[config.mk]
export PLATFORM = sky130hd
export DESIGN_NAME = rcw_top
export DESIGN_NICKNAME = d
export VERILOG_FILES = /design/src/rcw_pkg.sv /design/src/rcw_link_if.sv /design/src/rcw_crc.sv /design/src/rcw_white.sv /design/src/rcw_top.sv
export VERILOG_INCLUDE_DIRS = /design/src
export SDC_FILE = /design/constraint.sdc
export NUM_CORES = 1
export LEC_CHECK = 0
export BUFFER_PORTS_ARGS = -buffer_cell sky130_fd_sc_hd__buf_2
export CORE_MARGIN = 1.5
export CORE_UTILIZATION = 48
export DETAILED_ROUTE_END_ITERATION = 6
export PLACE_DENSITY = 0.66
export SLEW_MARGIN = 20
export SYNTH_ARGS = -nofsm -noshare
export SYNTH_HDL_FRONTEND = slang
export SYNTH_SLANG_ARGS = --single-unit
[constraint.sdc]
create_clock -name pclk -period 3.38 [get_ports pclk]
set_input_delay 0.676 -clock pclk [delete_from_list [all_inputs] [get_ports pclk]]
set_output_delay 0.676 -clock pclk [all_outputs]
set_load 0.1 [all_outputs]
[src/rcw_cfg.svh]
// offsets, field positions, reset values and timing counts of the checksum/whitening slice
`ifndef RCW_CFG_SVH
`define RCW_CFG_SVH
// ----------------------------------------
// register byte offsets
// ----------------------------------------
`define RCW_OFF_PKT_CTL 12'h518
`define RCW_OFF_CRC_CFG 12'h534
`define RCW_OFF_CRC_GEN 12'h538
`define RCW_OFF_CRC_SEED 12'h53C
`define RCW_OFF_GAP 12'h544
`define RCW_OFF_RSSI 12'h548
`define RCW_OFF_STATE 12'h550
`define RCW_OFF_WSEED 12'h554
`define RCW_OFF_BCC 12'h560
`define RCW_OFF_DAB0 12'h600
// ----------------------------------------
// field positions and reset values
// ----------------------------------------
`define RCW_LEN_LSB 0
`define RCW_SKIP_BIT 8
`define RCW_WHITE_ON_BIT 25
`define RCW_WSEED_FIXED_BIT 6
`define RCW_WSEED_RST 7'h40
`define RCW_CRC_W 24
// ----------------------------------------
// timing
// ----------------------------------------
`define RCW_CLK_HZ 50000000
`define RCW_HZ_PER_MHZ 1000000
`define RCW_CYC_PER_US (`RCW_CLK_HZ / `RCW_HZ_PER_MHZ)
`endif

[src/rcw_pkg.sv]
// types shared by the checksum/whitening slice
package rcw_pkg;
  // which packet field the current on-air bit belongs to
  typedef enum logic [1:0] {fld_none, fld_addr, fld_body, fld_crc} rcw_field_type;
  // interframe gap timer states
  typedef enum {gap_idle, gap_run} rcw_gap_state_type;
endpackage

[src/rcw_link_if.sv]
// settings and bit stream passed from the register slice to its engines
`timescale 1ns/1ps
interface rcw_link_if;
  import rcw_pkg::*;
  logic [1:0] crc_len; // checksum bytes, 0 = off
  logic skip_addr; // address left out of checksum
  logic [23:0] crc_gen; // generator taps
  logic [23:0] crc_seed; // checksum preload
  logic white_on; // scrambler enable
  logic [6:0] white_seed; // scrambler seed, bit 6 forced
  logic tx_mode; // 1 transmit, 0 receive
  logic pkt_start; // one-cycle packet start
  logic bit_valid; // one on-air bit this cycle
  logic bit_data; // the bit
  rcw_field_type field; // field of the bit
  modport core (output crc_len, skip_addr, crc_gen, crc_seed, white_on, white_seed,
    tx_mode, pkt_start, bit_valid, bit_data, field);
  modport crc (input crc_len, skip_addr, crc_gen, crc_seed, tx_mode, pkt_start,
    bit_valid, bit_data, field);
  modport white (input white_on, white_seed, pkt_start, bit_valid, bit_data, field);
endinterface

[src/rcw_crc.sv]
// bit-serial checksum engine with programmable taps and width
`include "rcw_cfg.svh"
`timescale 1ns/1ps
module rcw_crc
  import rcw_pkg::*;
(
  // clock and reset
  input wire logic pclk,
  input wire logic presetn,
  // settings and bits
  rcw_link_if.crc lnk,
  // results
  output logic tx_crc_bit,
  output logic crc_ok
);
  // width mask for the selected byte count
  function automatic logic [23:0] len_mask(input logic [1:0] len);
    unique case (len)
      2'h0: len_mask = 24'h000000;
      2'h1: len_mask = 24'h0000FF;
      2'h2: len_mask = 24'h00FFFF;
      2'h3: len_mask = 24'hFFFFFF;
    endcase
  endfunction
  // top bit of the selected width
  function automatic logic [23:0] len_top(input logic [1:0] len);
    len_top = len_mask(len) ^ (len_mask(len) >> 1);
  endfunction

  logic [23:0] crc_reg; // shift register
  logic [23:0] crc_next; // its next value
  logic top_bit; // current outgoing bit
  logic fb; // feedback bit
  logic covered; // bit goes into checksum
  logic ckbit; // bit is a checksum bit

  // ----------------------------------------
  // next-state arithmetic
  // ----------------------------------------
  always_comb begin
    top_bit = |(crc_reg & len_top(lnk.crc_len));
    fb = lnk.bit_data ^ top_bit;
    // no checksum work at all when length is zero
    covered = lnk.bit_valid && (lnk.crc_len != 2'h0) &&
      ((lnk.field == fld_body) || ((lnk.field == fld_addr) && !lnk.skip_addr));
    ckbit = lnk.bit_valid && (lnk.crc_len != 2'h0) && (lnk.field == fld_crc);
    crc_next = crc_reg;
    if (lnk.crc_len == 2'h0) begin
      // checksum off: held at zero, nothing is computed
      crc_next = 24'h000000;
    end else if (lnk.pkt_start) begin
      // preload before any covered bit
      crc_next = lnk.crc_seed & len_mask(lnk.crc_len);
    end else if (covered) begin
      // taps from generator bits, constant term forced
      crc_next = ((crc_reg << 1) ^ (fb ? (lnk.crc_gen | 24'h000001) : 24'h000000))
        & len_mask(lnk.crc_len);
    end else if (ckbit) begin
      // checksum bits leave msb first
      crc_next = (crc_reg << 1) & len_mask(lnk.crc_len);
    end
  end

  // ----------------------------------------
  // shift register and transmit bit
  // ----------------------------------------
  always_ff @(posedge pclk or negedge presetn) begin
    if (!presetn) begin
      crc_reg <= 24'h000000;
      tx_crc_bit <= 1'b0;
    end else begin
      crc_reg <= crc_next;
      tx_crc_bit <= |(crc_next & len_top(lnk.crc_len));
    end
  end

  // ----------------------------------------
  // receive compare
  // ----------------------------------------
  always_ff @(posedge pclk or negedge presetn) begin
    if (!presetn) begin
      crc_ok <= 1'b1;
    end else if (lnk.pkt_start) begin
      crc_ok <= 1'b1;
    end else if (ckbit && !lnk.tx_mode && (lnk.bit_data != top_bit)) begin
      crc_ok <= 1'b0;
    end
  end

  property p_seed_load;
    @(posedge pclk) disable iff (!presetn)
    lnk.pkt_start |=> crc_reg == ($past(lnk.crc_seed) & len_mask($past(lnk.crc_len)));
  endproperty
  a_seed_load: assert property (p_seed_load) else $error("seed not preloaded");
  property p_off_idle;
    @(posedge pclk) disable iff (!presetn)
    (lnk.crc_len == 2'h0) |=> crc_reg == 24'h000000;
  endproperty
  a_off_idle: assert property (p_off_idle) else $error("checksum runs while off");
  property p_skip;
    @(posedge pclk) disable iff (!presetn)
    (lnk.bit_valid && lnk.skip_addr && lnk.field == fld_addr && !lnk.pkt_start)
      |=> $stable(crc_reg);
  endproperty
  a_skip: assert property (p_skip) else $error("address bit entered checksum");
endmodule

[src/rcw_white.sv]
// seven-bit data scrambler
`include "rcw_cfg.svh"
`timescale 1ns/1ps
module rcw_white
  import rcw_pkg::*;
(
  // clock and reset
  input wire logic pclk,
  input wire logic presetn,
  // settings and bits
  rcw_link_if.white lnk,
  // scrambled stream
  output logic white_bit,
  output logic white_valid
);
  logic [6:0] lfsr_reg; // scrambler state, index = position
  logic scramble; // this bit is scrambled

  always_comb begin
    scramble = lnk.white_on && lnk.bit_valid && (lnk.field != fld_addr) &&
      (lnk.field != fld_none);
  end

  // ----------------------------------------
  // scrambler state
  // ----------------------------------------
  always_ff @(posedge pclk or negedge presetn) begin
    if (!presetn) begin
      lnk_lfsr_rst: lfsr_reg <= 7'h01;
    end else if (lnk.pkt_start) begin
      // seed bit i goes to position 6-i
      for (int i = 0; i < 7; i++) begin
        lfsr_reg[6 - i] <= lnk.white_seed[i];
      end
    end else if (scramble) begin
      lfsr_reg <= {lfsr_reg[5], lfsr_reg[4], lfsr_reg[3] ^ lfsr_reg[6], lfsr_reg[2:0],
        lfsr_reg[6]};
    end
  end

  // ----------------------------------------
  // output bit
  // ----------------------------------------
  always_ff @(posedge pclk or negedge presetn) begin
    if (!presetn) begin
      white_bit <= 1'b0;
      white_valid <= 1'b0;
    end else begin
      white_valid <= lnk.bit_valid;
      white_bit <= lnk.bit_data ^ (scramble & lfsr_reg[6]);
    end
  end

  property p_pass;
    @(posedge pclk) disable iff (!presetn)
    (lnk.bit_valid && !lnk.white_on) |=> white_valid && white_bit == $past(lnk.bit_data);
  endproperty
  a_pass: assert property (p_pass) else $error("bit altered with scrambler off");
  property p_rev;
    @(posedge pclk) disable iff (!presetn)
    lnk.pkt_start |=> lfsr_reg[0] == $past(lnk.white_seed[6]) &&
      lfsr_reg[6] == $past(lnk.white_seed[0]);
  endproperty
  a_rev: assert property (p_rev) else $error("seed not reversed");
endmodule

[src/rcw_top.sv]
// APB register slice for checksum, whitening, gap and radio status
`include "rcw_cfg.svh"
`timescale 1ns/1ps
module rcw_top
  import rcw_pkg::*;
#(
  parameter int GAP_W = 10, // interframe gap field width
  parameter int GAP_CNT_W = 16 // gap cycle counter width
) (
  // apb clock and reset
  input wire logic pclk,
  input wire logic presetn,
  // apb slave
  input wire logic psel,
  input wire logic penable,
  input wire logic pwrite,
  input wire logic [11:0] paddr,
  input wire logic [31:0] pwdata,
  output logic [31:0] prdata,
  output logic pready,
  output logic pslverr,
  // packet bit stream from the radio core
  input wire logic pkt_start,
  input wire logic pkt_end,
  input wire logic tx_mode,
  input wire logic bit_valid,
  input wire logic bit_data,
  input wire rcw_field_type bit_field,
  // radio status to show
  input wire logic [6:0] rssi_in,
  input wire logic [3:0] state_in,
  // engine results
  output logic tx_crc_bit,
  output logic crc_ok,
  output logic white_bit,
  output logic white_valid,
  output logic gap_done,
  // settings used by later stages
  output logic [31:0] bit_count_compare,
  output logic [31:0] peer_address_base_0
);
  localparam logic [GAP_CNT_W-1:0] CYC_US = GAP_CNT_W'(`RCW_CYC_PER_US);
  localparam logic [6:0] WSEED_RST = `RCW_WSEED_RST; // full seed reset, bit 6 implied

  // ----------------------------------------
  // registers
  // ----------------------------------------
  logic [1:0] crc_len_reg; // checksum byte count
  logic skip_reg; // address skip setting
  logic [23:0] gen_reg; // generator bits
  logic [23:0] seed_reg; // checksum seed
  logic [GAP_W-1:0] gap_reg; // interframe gap in us
  logic [6:0] rssi_reg; // signal strength sample
  logic [3:0] state_reg; // radio state sample
  logic [5:0] wseed_reg; // whitening seed bits 5..0
  logic white_on_reg; // whitening enable
  logic [GAP_CNT_W-1:0] gap_cnt_reg; // gap countdown
  rcw_gap_state_type gap_st_reg; // gap timer state

  logic setup_ph; // apb setup phase
  logic done_ph; // apb access completes this edge
  logic [32:0] rd_word; // {hit, data}

  // read mux and decode; returns hit flag above data
  function automatic logic [32:0] read_map(input logic [11:0] a);
    logic [31:0] d;
    logic hit;
    d = 32'h00000000;
    hit = 1'b1;
    unique case (a)
      `RCW_OFF_PKT_CTL: d[`RCW_WHITE_ON_BIT] = white_on_reg;
      `RCW_OFF_CRC_CFG: begin
        d[`RCW_LEN_LSB +: 2] = crc_len_reg;
        d[`RCW_SKIP_BIT] = skip_reg;
      end
      `RCW_OFF_CRC_GEN: d[23:0] = gen_reg;
      `RCW_OFF_CRC_SEED: d[23:0] = seed_reg;
      `RCW_OFF_GAP: d[GAP_W-1:0] = gap_reg;
      `RCW_OFF_RSSI: d[6:0] = rssi_reg;
      `RCW_OFF_STATE: d[3:0] = state_reg;
      // fixed bit always reads one
      `RCW_OFF_WSEED: d[6:0] = {1'b1, wseed_reg};
      `RCW_OFF_BCC: d = bit_count_compare;
      `RCW_OFF_DAB0: d = peer_address_base_0;
      default: hit = 1'b0;
    endcase
    read_map = {hit, d};
  endfunction

  always_comb begin
    setup_ph = psel && !penable;
    done_ph = psel && penable && pready;
    rd_word = read_map(paddr);
  end

  // ----------------------------------------
  // apb answer: one wait state in access
  // ----------------------------------------
  always_ff @(posedge pclk or negedge presetn) begin
    if (!presetn) begin
      pready <= 1'b0;
      prdata <= 32'h00000000;
      pslverr <= 1'b0;
    end else begin
      pready <= psel && penable && !pready;
      if (psel && penable && !pready) begin
        // unaligned or unmapped words answer with error
        prdata <= (pwrite || !rd_word[32]) ? 32'h00000000 : rd_word[31:0];
        pslverr <= !rd_word[32] || (paddr[1:0] != 2'h0);
      end else begin
        prdata <= 32'h00000000;
        pslverr <= 1'b0;
      end
    end
  end

  // ----------------------------------------
  // writable registers
  // ----------------------------------------
  always_ff @(posedge pclk or negedge presetn) begin
    if (!presetn) begin
      crc_len_reg <= 2'h0;
      skip_reg <= 1'b0;
      gen_reg <= 24'h000000;
      seed_reg <= 24'h000000;
      gap_reg <= '0;
      wseed_reg <= WSEED_RST[5:0];
      white_on_reg <= 1'b0;
      bit_count_compare <= 32'h00000000;
      peer_address_base_0 <= 32'h00000000;
    end else if (done_ph && pwrite && !pslverr) begin
      unique case (paddr)
        `RCW_OFF_PKT_CTL: white_on_reg <= pwdata[`RCW_WHITE_ON_BIT];
        `RCW_OFF_CRC_CFG: begin
          crc_len_reg <= pwdata[`RCW_LEN_LSB +: 2];
          skip_reg <= pwdata[`RCW_SKIP_BIT];
        end
        `RCW_OFF_CRC_GEN: gen_reg <= pwdata[23:0];
        `RCW_OFF_CRC_SEED: seed_reg <= pwdata[23:0];
        `RCW_OFF_GAP: gap_reg <= pwdata[GAP_W-1:0];
        // bit 6 is not stored, writes of zero have no effect
        `RCW_OFF_WSEED: wseed_reg <= pwdata[5:0];
        `RCW_OFF_BCC: bit_count_compare <= pwdata;
        `RCW_OFF_DAB0: peer_address_base_0 <= pwdata;
        default: begin
        end
      endcase
    end
  end

  // ----------------------------------------
  // status samples
  // ----------------------------------------
  always_ff @(posedge pclk or negedge presetn) begin
    if (!presetn) begin
      rssi_reg <= 7'h00;
      state_reg <= 4'h0;
    end else begin
      rssi_reg <= rssi_in;
      state_reg <= state_in;
    end
  end

  // ----------------------------------------
  // interframe gap timer, one tick per clock
  // ----------------------------------------
  always_ff @(posedge pclk or negedge presetn) begin
    if (!presetn) begin
      gap_st_reg <= gap_idle;
      gap_cnt_reg <= '0;
      gap_done <= 1'b0;
    end else begin
      gap_done <= 1'b0;
      unique case (gap_st_reg)
        gap_idle: begin
          if (pkt_end) begin
            // gap from last bit end to next first bit
            gap_cnt_reg <= GAP_CNT_W'(gap_reg) * CYC_US;
            gap_st_reg <= gap_run;
          end
        end
        gap_run: begin
          if (gap_cnt_reg <= GAP_CNT_W'(1)) begin
            gap_done <= 1'b1;
            gap_st_reg <= gap_idle;
          end else begin
            gap_cnt_reg <= gap_cnt_reg - GAP_CNT_W'(1);
          end
        end
      endcase
    end
  end

  // ----------------------------------------
  // engines
  // ----------------------------------------
  rcw_link_if lnk ();
  assign lnk.crc_len = crc_len_reg;
  assign lnk.skip_addr = skip_reg;
  assign lnk.crc_gen = gen_reg;
  assign lnk.crc_seed = seed_reg;
  assign lnk.white_on = white_on_reg;
  assign lnk.white_seed = {1'b1, wseed_reg};
  assign lnk.tx_mode = tx_mode;
  assign lnk.pkt_start = pkt_start;
  assign lnk.bit_valid = bit_valid;
  assign lnk.bit_data = bit_data;
  assign lnk.field = bit_field;

  rcw_crc u_crc (
    .pclk(pclk),
    .presetn(presetn),
    .lnk(lnk.crc),
    .tx_crc_bit(tx_crc_bit),
    .crc_ok(crc_ok)
  );

  rcw_white u_white (
    .pclk(pclk),
    .presetn(presetn),
    .lnk(lnk.white),
    .white_bit(white_bit),
    .white_valid(white_valid)
  );

  // ----------------------------------------
  // checks
  // ----------------------------------------
  property p_wseed_one;
    @(posedge pclk) disable iff (!presetn)
    (done_ph && !pwrite && paddr == `RCW_OFF_WSEED) |-> prdata[6];
  endproperty
  a_wseed_one: assert property (p_wseed_one) else $error("seed bit 6 read zero");
  property p_len_write;
    @(posedge pclk) disable iff (!presetn)
    (done_ph && pwrite && !pslverr && paddr == `RCW_OFF_CRC_CFG)
      |=> crc_len_reg == $past(pwdata[1:0]) && skip_reg == $past(pwdata[8]);
  endproperty
  a_len_write: assert property (p_len_write) else $error("config not stored");
  property p_answer;
    @(posedge pclk) disable iff (!presetn)
    (setup_ph ##1 (psel && penable)) |=> pready ##1 !pready;
  endproperty
  a_answer: assert property (p_answer) else $error("apb answer not one wait");
  property p_gap_zero;
    @(posedge pclk) disable iff (!presetn)
    (pkt_end && gap_st_reg == gap_idle && gap_reg == '0) |-> ##2 gap_done;
  endproperty
  a_gap_zero: assert property (p_gap_zero) else $error("zero gap late");
  property p_gap_one;
    @(posedge pclk) disable iff (!presetn)
    (pkt_end && gap_st_reg == gap_idle && gap_reg == GAP_W'(1))
      |-> ##51 gap_done;
  endproperty
  a_gap_one: assert property (p_gap_one) else $error("one us gap wrong length");

  // edges spent by the timer in its run state, for the length check
  logic [GAP_CNT_W-1:0] gap_age_reg;
  // counts while the timer runs, parks at zero when idle
  always_ff @(posedge pclk or negedge presetn) begin
    if (!presetn) begin
      gap_age_reg <= '0;
    end else if (gap_st_reg == gap_run) begin
      gap_age_reg <= gap_age_reg + GAP_CNT_W'(1);
    end else begin
      gap_age_reg <= '0;
    end
  end
  // the pulse comes after exactly max(1, gap * cycles per us) run edges
  property p_gap_len;
    @(posedge pclk) disable iff (!presetn)
    gap_done |-> gap_age_reg ==
      ((gap_reg == '0) ? GAP_CNT_W'(1) : GAP_CNT_W'(gap_reg) * CYC_US);
  endproperty
  a_gap_len: assert property (p_gap_len) else $error("gap pulse at wrong count");
  // a packet end while the timer runs must not restart or stop it
  property p_gap_busy;
    @(posedge pclk) disable iff (!presetn)
    (pkt_end && gap_st_reg == gap_run && gap_cnt_reg > GAP_CNT_W'(1))
      |=> gap_st_reg == gap_run;
  endproperty
  a_gap_busy: assert property (p_gap_busy) else $error("gap timer disturbed");
  property p_gen_bit0;
    @(posedge pclk) disable iff (!presetn)
    (done_ph && pwrite && !pslverr && paddr == `RCW_OFF_CRC_GEN)
      |=> gen_reg == $past(pwdata[23:0]);
  endproperty
  a_gen_bit0: assert property (p_gen_bit0) else $error("generator not stored");
  // outside the answer cycle the bus outputs stay quiet
  property p_idle_quiet;
    @(posedge pclk) disable iff (!presetn)
    !pready |-> !pslverr && prdata == 32'h00000000;
  endproperty
  a_idle_quiet: assert property (p_idle_quiet) else $error("bus output outside answer");
endmodule

# After elaboration in Yosys (flattened, before gate mapping)
# Cells that the tools add are included.
word_totals:
  elab_cells: 143
  input_bits: 67
  output_inout_bits: 103
  regBits: 261
classes:
  bitwise_logic: 11
  n_mul: 1
  eq_ne: 22
  addsub: 1
  muxes: 42
  magnitude_cmp: 1
  n_reduce_logical: 42
op_table:
  columns: ["cell", "n"]
  rows:
  - ["$mux W24", 14]
  - ["$mux W32", 4]
  - ["$and A24 B24 Y24", 5]
  - ["$eq A12 B11 Y1 const B", 10]
  - ["$pmux W24 S4", 1]
  - ["$pmux W24 S3", 1]
  - ["$pmux W32 S2", 1]
  - ["$pmux W14 S4", 1]
  - ["$reduce_or A24 Y1", 2]
  - ["$eq A32 B1 Y1 const B", 1]
  - ["$logic_not A32 Y1", 1]
  - ["$mux W16", 2]
  - ["$pmux W16 S2", 1]
  - ["$xor A24 B23 Y24", 1]
  - ["$xor A24 B24 Y24", 1]
  - ["$pmux W3 S7", 1]
  - ["$reduce_and A2 Y1", 10]
  - ["$pmux W2 S9", 1]
  - ["$le A16 B1 Y1 const B", 1]
  - ["$pmux W2 S8", 1]
  - ["$sub A16 B1 Y16 const B", 1]
  - ["$mul A10 B5 Y15 const B", 1]
  - ["$logic_and A1 B1 Y1", 14]
  - ["$mux W7", 2]
  - ["other kinds (18)", 42]

# Longest topological paths before layout
logic_depth:
  ltp_word: 14
  ltp_mapped: 13
  mapped_depth_nobuf: 12

# By module
# A second synthesis with hierarchy kept.
unflattened:
  hier_cells: 1049
  area_unflattened_um2: 11690.0
modules_own_cells:
  columns: ["mod", "seq_area_each_um2", "instances", "cells_per_inst", "area_each_um2"]
  rows:
  - ["rcw_top", 4879.7, 1, 773, 9361.5]
  - ["rcw_crc", 651.9, 1, 241, 1926.8]
  - ["rcw_white", 226.5, 1, 35, 401.6]

# Worst setup path after synthesis
# No wires, ideal clock.
synth_path:
  path_type: "flip-flop to flip-flop"
  start: "register gap_reg[2]"
  end: "register gap_cnt_reg[13]"
  period_less_slack_ps: 3069
  arrival_ps: 2941
  setup_time_ps: 128
  required_ps: 3252
  setup_slack_ps: 311
  path_buffers: 0
  path_stages_with_launch: 11
  cell_sequence: "dfrtp_1 ha_1 ha_1 fa_1 ha_1 a21o_1 a21o_1 a21o_1 a2111o_1 a21oi_1 o31ai_1"
synth_between:
  elab_chain_cells: 3
synth_rtl:
  columns: ["element", "line_no", "source"]
  rows:
  - ["start, declared", "rcw_top.sv:52", "logic [GAP_W-1:0] gap_reg;"]
  - ["start signal, assigned", "rcw_top.sv:140", "`RCW_OFF_GAP: gap_reg <= pwdata[GAP_W-1:0];"]
  - ["$mul A10 B5 Y15", "rcw_top.sv:178", "gap_cnt_reg <= GAP_CNT_W'(gap_reg) * CYC_US;"]
  - ["$mux W16", "rcw_top.sv:176", "if (pkt_end) begin"]
  - ["$pmux W16 S2", "rcw_top.sv:174", "unique case (gap_st_reg)"]
  - ["end signal, assigned", "rcw_top.sv:178", null]
  - ["end signal, assigned", "rcw_top.sv:187", "gap_cnt_reg <= gap_cnt_reg - GAP_CNT_W'(1);"]
  - ["end, declared", "rcw_top.sv:57", "logic [GAP_CNT_W-1:0] gap_cnt_reg;"]
# Every way passes these cells. The select of a mux whose other input is x is not followed.
# A chain may end at the register's enable or synchronous reset.

# Worst setup path in the final report
# Ends and elaborated chain as after synthesis.

==> flow_summary.json <==
{
  "outcome": "finished clean",
  "first_pass_iters": 5,
  "critical_path_class": "flip-flop to flip-flop",
  "power_frac_comb_pct": 7.8,
  "num_antenna_cells": 0,
  "grt_first_pass_wirelength_um": 50900,
  "io_buffer_count": 169,
  "synthesis.nets": 1120,
  "p_leak_nw": 6.79,
  "synth-seq-cells": 230,
  "antenna_found_initial": 0,
  "end_kind": "flip-flop",
  "vias": 8899,
  "netlist_area_um2": 11700,
  "p_per_area_nw_per_um2": 457,
  "multiInputGateArea_um2": 5560,
  "grt_use_total_pct": 25.2,
  "start_util_pct": 49.5,
  "rsz0062_at_grt": "no",
  "setup_viol": 0,
  "gp_congestion": 0.885,
  "gr-total-overflow": 0,
  "drv_slew": 0,
  "layout_commonest_cell": "dfrtp_1",
  "cts_max_level": 1,
  "pre_cts_slack_ns": 0.0616,
  "grt_max_degree": 81,
  "startpoint_type": "flip-flop",
  "pwr-share-clk_pct": 45.2,
  "drtIter0Drc": 678,
  "seq_area_frac_synth_pct": 49.2,
  "die_y_um": 159,
  "drive_above_1_share_pct": 32.6,
  "async_flop_share_pct": 100,
  "tightest_slew_ns": 0.691,
  "ys_types": 82,
  "cts_max_path_buffers": 3,
  "fin_crit_sh_pct": 95.9,
  "cts_tree": "done",
  "max_cap_violations": 0,
  "die_width_um": 159,
  "dieArea_um2": 25300,
  "top_regs": "bit_count_compare (32), peer_address_base_0 (32), prdata (32)",
  "slew-limit-headroom_pct": 53.6,
  "ys.flop_type": "dfrtp_1",
  "fp-row-count": 56,
  "crit_arrival_ns": 3.65,
  "ir_worst_vdd_mv": 0.408,
  "drt-vias-per-instance": 5.89,
  "final_cell_mix": "dfrtp_1 (228), buf_2 (168), mux2_2 (113), a21oi_1 (58), a22oi_1 (56)",
  "p_int_w": 0.00474,
  "drc": 0,
  "fin_ws_ns": 0.138,
  "cts_root_buf": "clkbuf_16",
  "fin_nets": 1284,
  "cts_buffers": 26,
  "finalWirelength_um": 32000,
  "worstPathRequired_ns": 3.79,
  "register_area_um2": 5760,
  "clkTransAtPathRegs_ns": 0.06,
  "synth_edf_count": 0,
  "hp-class": "input port to asynchronous set/reset pin",
  "cp_max_fo": 4,
  "wire_per_inst_um": 21.2,
  "synthCells": 1012,
  "timing.fmax_mhz": 308,
  "final.fill_count": 2066,
  "pwr-share-seq_pct": 47.0,
  "antenna_left": 0,
  "hold_viol": 0,
  "tns_ns": 0,
  "avgSynthCellArea_um2": 11.6,
  "ys_warn_count": 0,
  "core_area_um2": 23700,
  "clk_latency_ns": 0.54,
  "fin_skew_ns": 0.0194,
  "switching_power_w": 0.00154,
  "pin_count": 170,
  "cts_sinks": 230,
  "min_period_ns": 3.24,
  "grt_pass1_vias": 8762,
  "dp.final_hpwl_um": 22800,
  "p_sw_share_pct": 24.5,
  "area_growth_pct": 17.4
}
power by group through the flow:
stage	Clock, W	Sequential [W]	Combinational, W
after floorplan	0	0.00299	0.000286
after global placement	0	0.00300	0.000486
after detailed placement	0	0.00300	0.000490
after CTS	0.00288	0.00295	0.000492
after global routing	0.00300	0.00297	0.000552
final	0.00284	0.00295	0.000491
stage by stage:
step | hold WS [ns] | util, % | cells | total power, W | area [um^2]
5_1_grt | 0.142 | 58.1 | 1511 | 0.00651 | 13800
4_1_cts | 0.142 | 57.9 | 1509 | 0.00633 | 13700
3_5_place_dp | 0.455 | 54.3 | 1465 | 0.00349 | 12800
3_3_place_gp | 0.454 | 54.3 | 1465 | 0.00348 | 12800
6_report | 0.0995 | 58.1 | 1511 | 0.00628 | 13800
2_1_floorplan | 0.380 | - | 1012 | 0.00328 | 11700
timing repair:
action                     4_1_cts  5_1_grt
setup endpoints to repair        0        3
hold buffers                     0        0
setup buffers                    0        2
resized for setup                0        4
layer usage:
layer / share of wire, % / vias up / wire [um] / track usage [%]
li1: - / 4086 / - / -
met1: 47 / 4468 / 14900 / 37.3
met2: 45 / 298 / 14300 / 38.1
met3: 6.9 / 47 / 2220 / 5.13
met4: 2.0 / 0 / 627 / 5.79
met5: 0 / - / 0 / 0
critical path, cell delays in order, from the launching register on:
cell and delay [ns]:
dfrtp_1 0.42, ha_1 0.33, ha_1 0.32, fa_1 0.57, ha_4 0.23, a21o_1 0.18
a21o_1 0.21, a21o_1 0.20, a2111o_1 0.43, a21oi_2 0.15, o31ai_1 0.07
cell type report:
cell class | instances | area share (%)
inverters | 25 | 0.682
clock buffers | 36 | 5.22
multi-input cells | 699 | 40.4
well taps | 319 | 2.90
repair buffers | 194 | 7.86
clock inverters | 8 | 1.02
flip-flops and latches | 230 | 41.9
cell families (layout without fill, tap and decap cells):
group | Yosys count | after routing | share of synthesized area (%)
compound gates | 262 | 262 | 15.3
xor+xnor | 27 | 27 | 2.02
fa+ha+maj | 41 | 41 | 4.70
buf+inv | 83 | 263 | 3.67
flops | 230 | 230 | 49.2
mux | 153 | 153 | 15.3
simple gates | 216 | 216 | 9.87
path summary, 6_finish.rpt:
path                                   start                       to  slack, ns  cells after the start
worst max-delay path              gap_reg[2]          gap_cnt_reg[13]       0.14                     10
worst min-delay path                 presetn          gap_cnt_reg[11]        0.1                      1
worst max register to register    gap_reg[2]          gap_cnt_reg[13]       0.14                     10
worst min register to register  u_crc.crc_ok             u_crc.crc_ok       0.47                      2
max in group asynchronous            presetn  peer_address_base_0[21]       2.34                      2
min in group pclk                 rssi_in[1]              rssi_reg[1]       0.24                      1
synthesized netlist by cell type (all sizes together) (3+ instances only):
cell type  number  area [um^2]
o21ai          35          175
dfrtp         228         5710
inv            24         90.1
nor2b          17          106
mux2i          12          124
buf            34          246
a311oi          5         43.8
and3           15          104
a211oi          8         60.1
o211ai          6         50.1
o31ai           3         22.5
nand3          15         75.1
a22oi          56          420
xor2           18          158
a21o           14          105
ha             36          450
a221oi          5         43.8
nor3b           3         22.5
nor4            5         61.3
nand2b          5         31.3
xnor2           9         78.8
nor2           50          193
nor3           16         85.1
or3             4         25.0
a31oi          22          138
and2            8         52.6
clkbuf         24         90.1
nand2          51          194
a21oi          59          295
a221o           7         70.1
nand4          11         68.8
mux2          141         1660
nand3b          7         52.6
fa              5          100
o21a            8         60.1
a32o            4         40.0
a32oi           4         35.0
No activity file was read; power rests on OpenSTA's default activity.
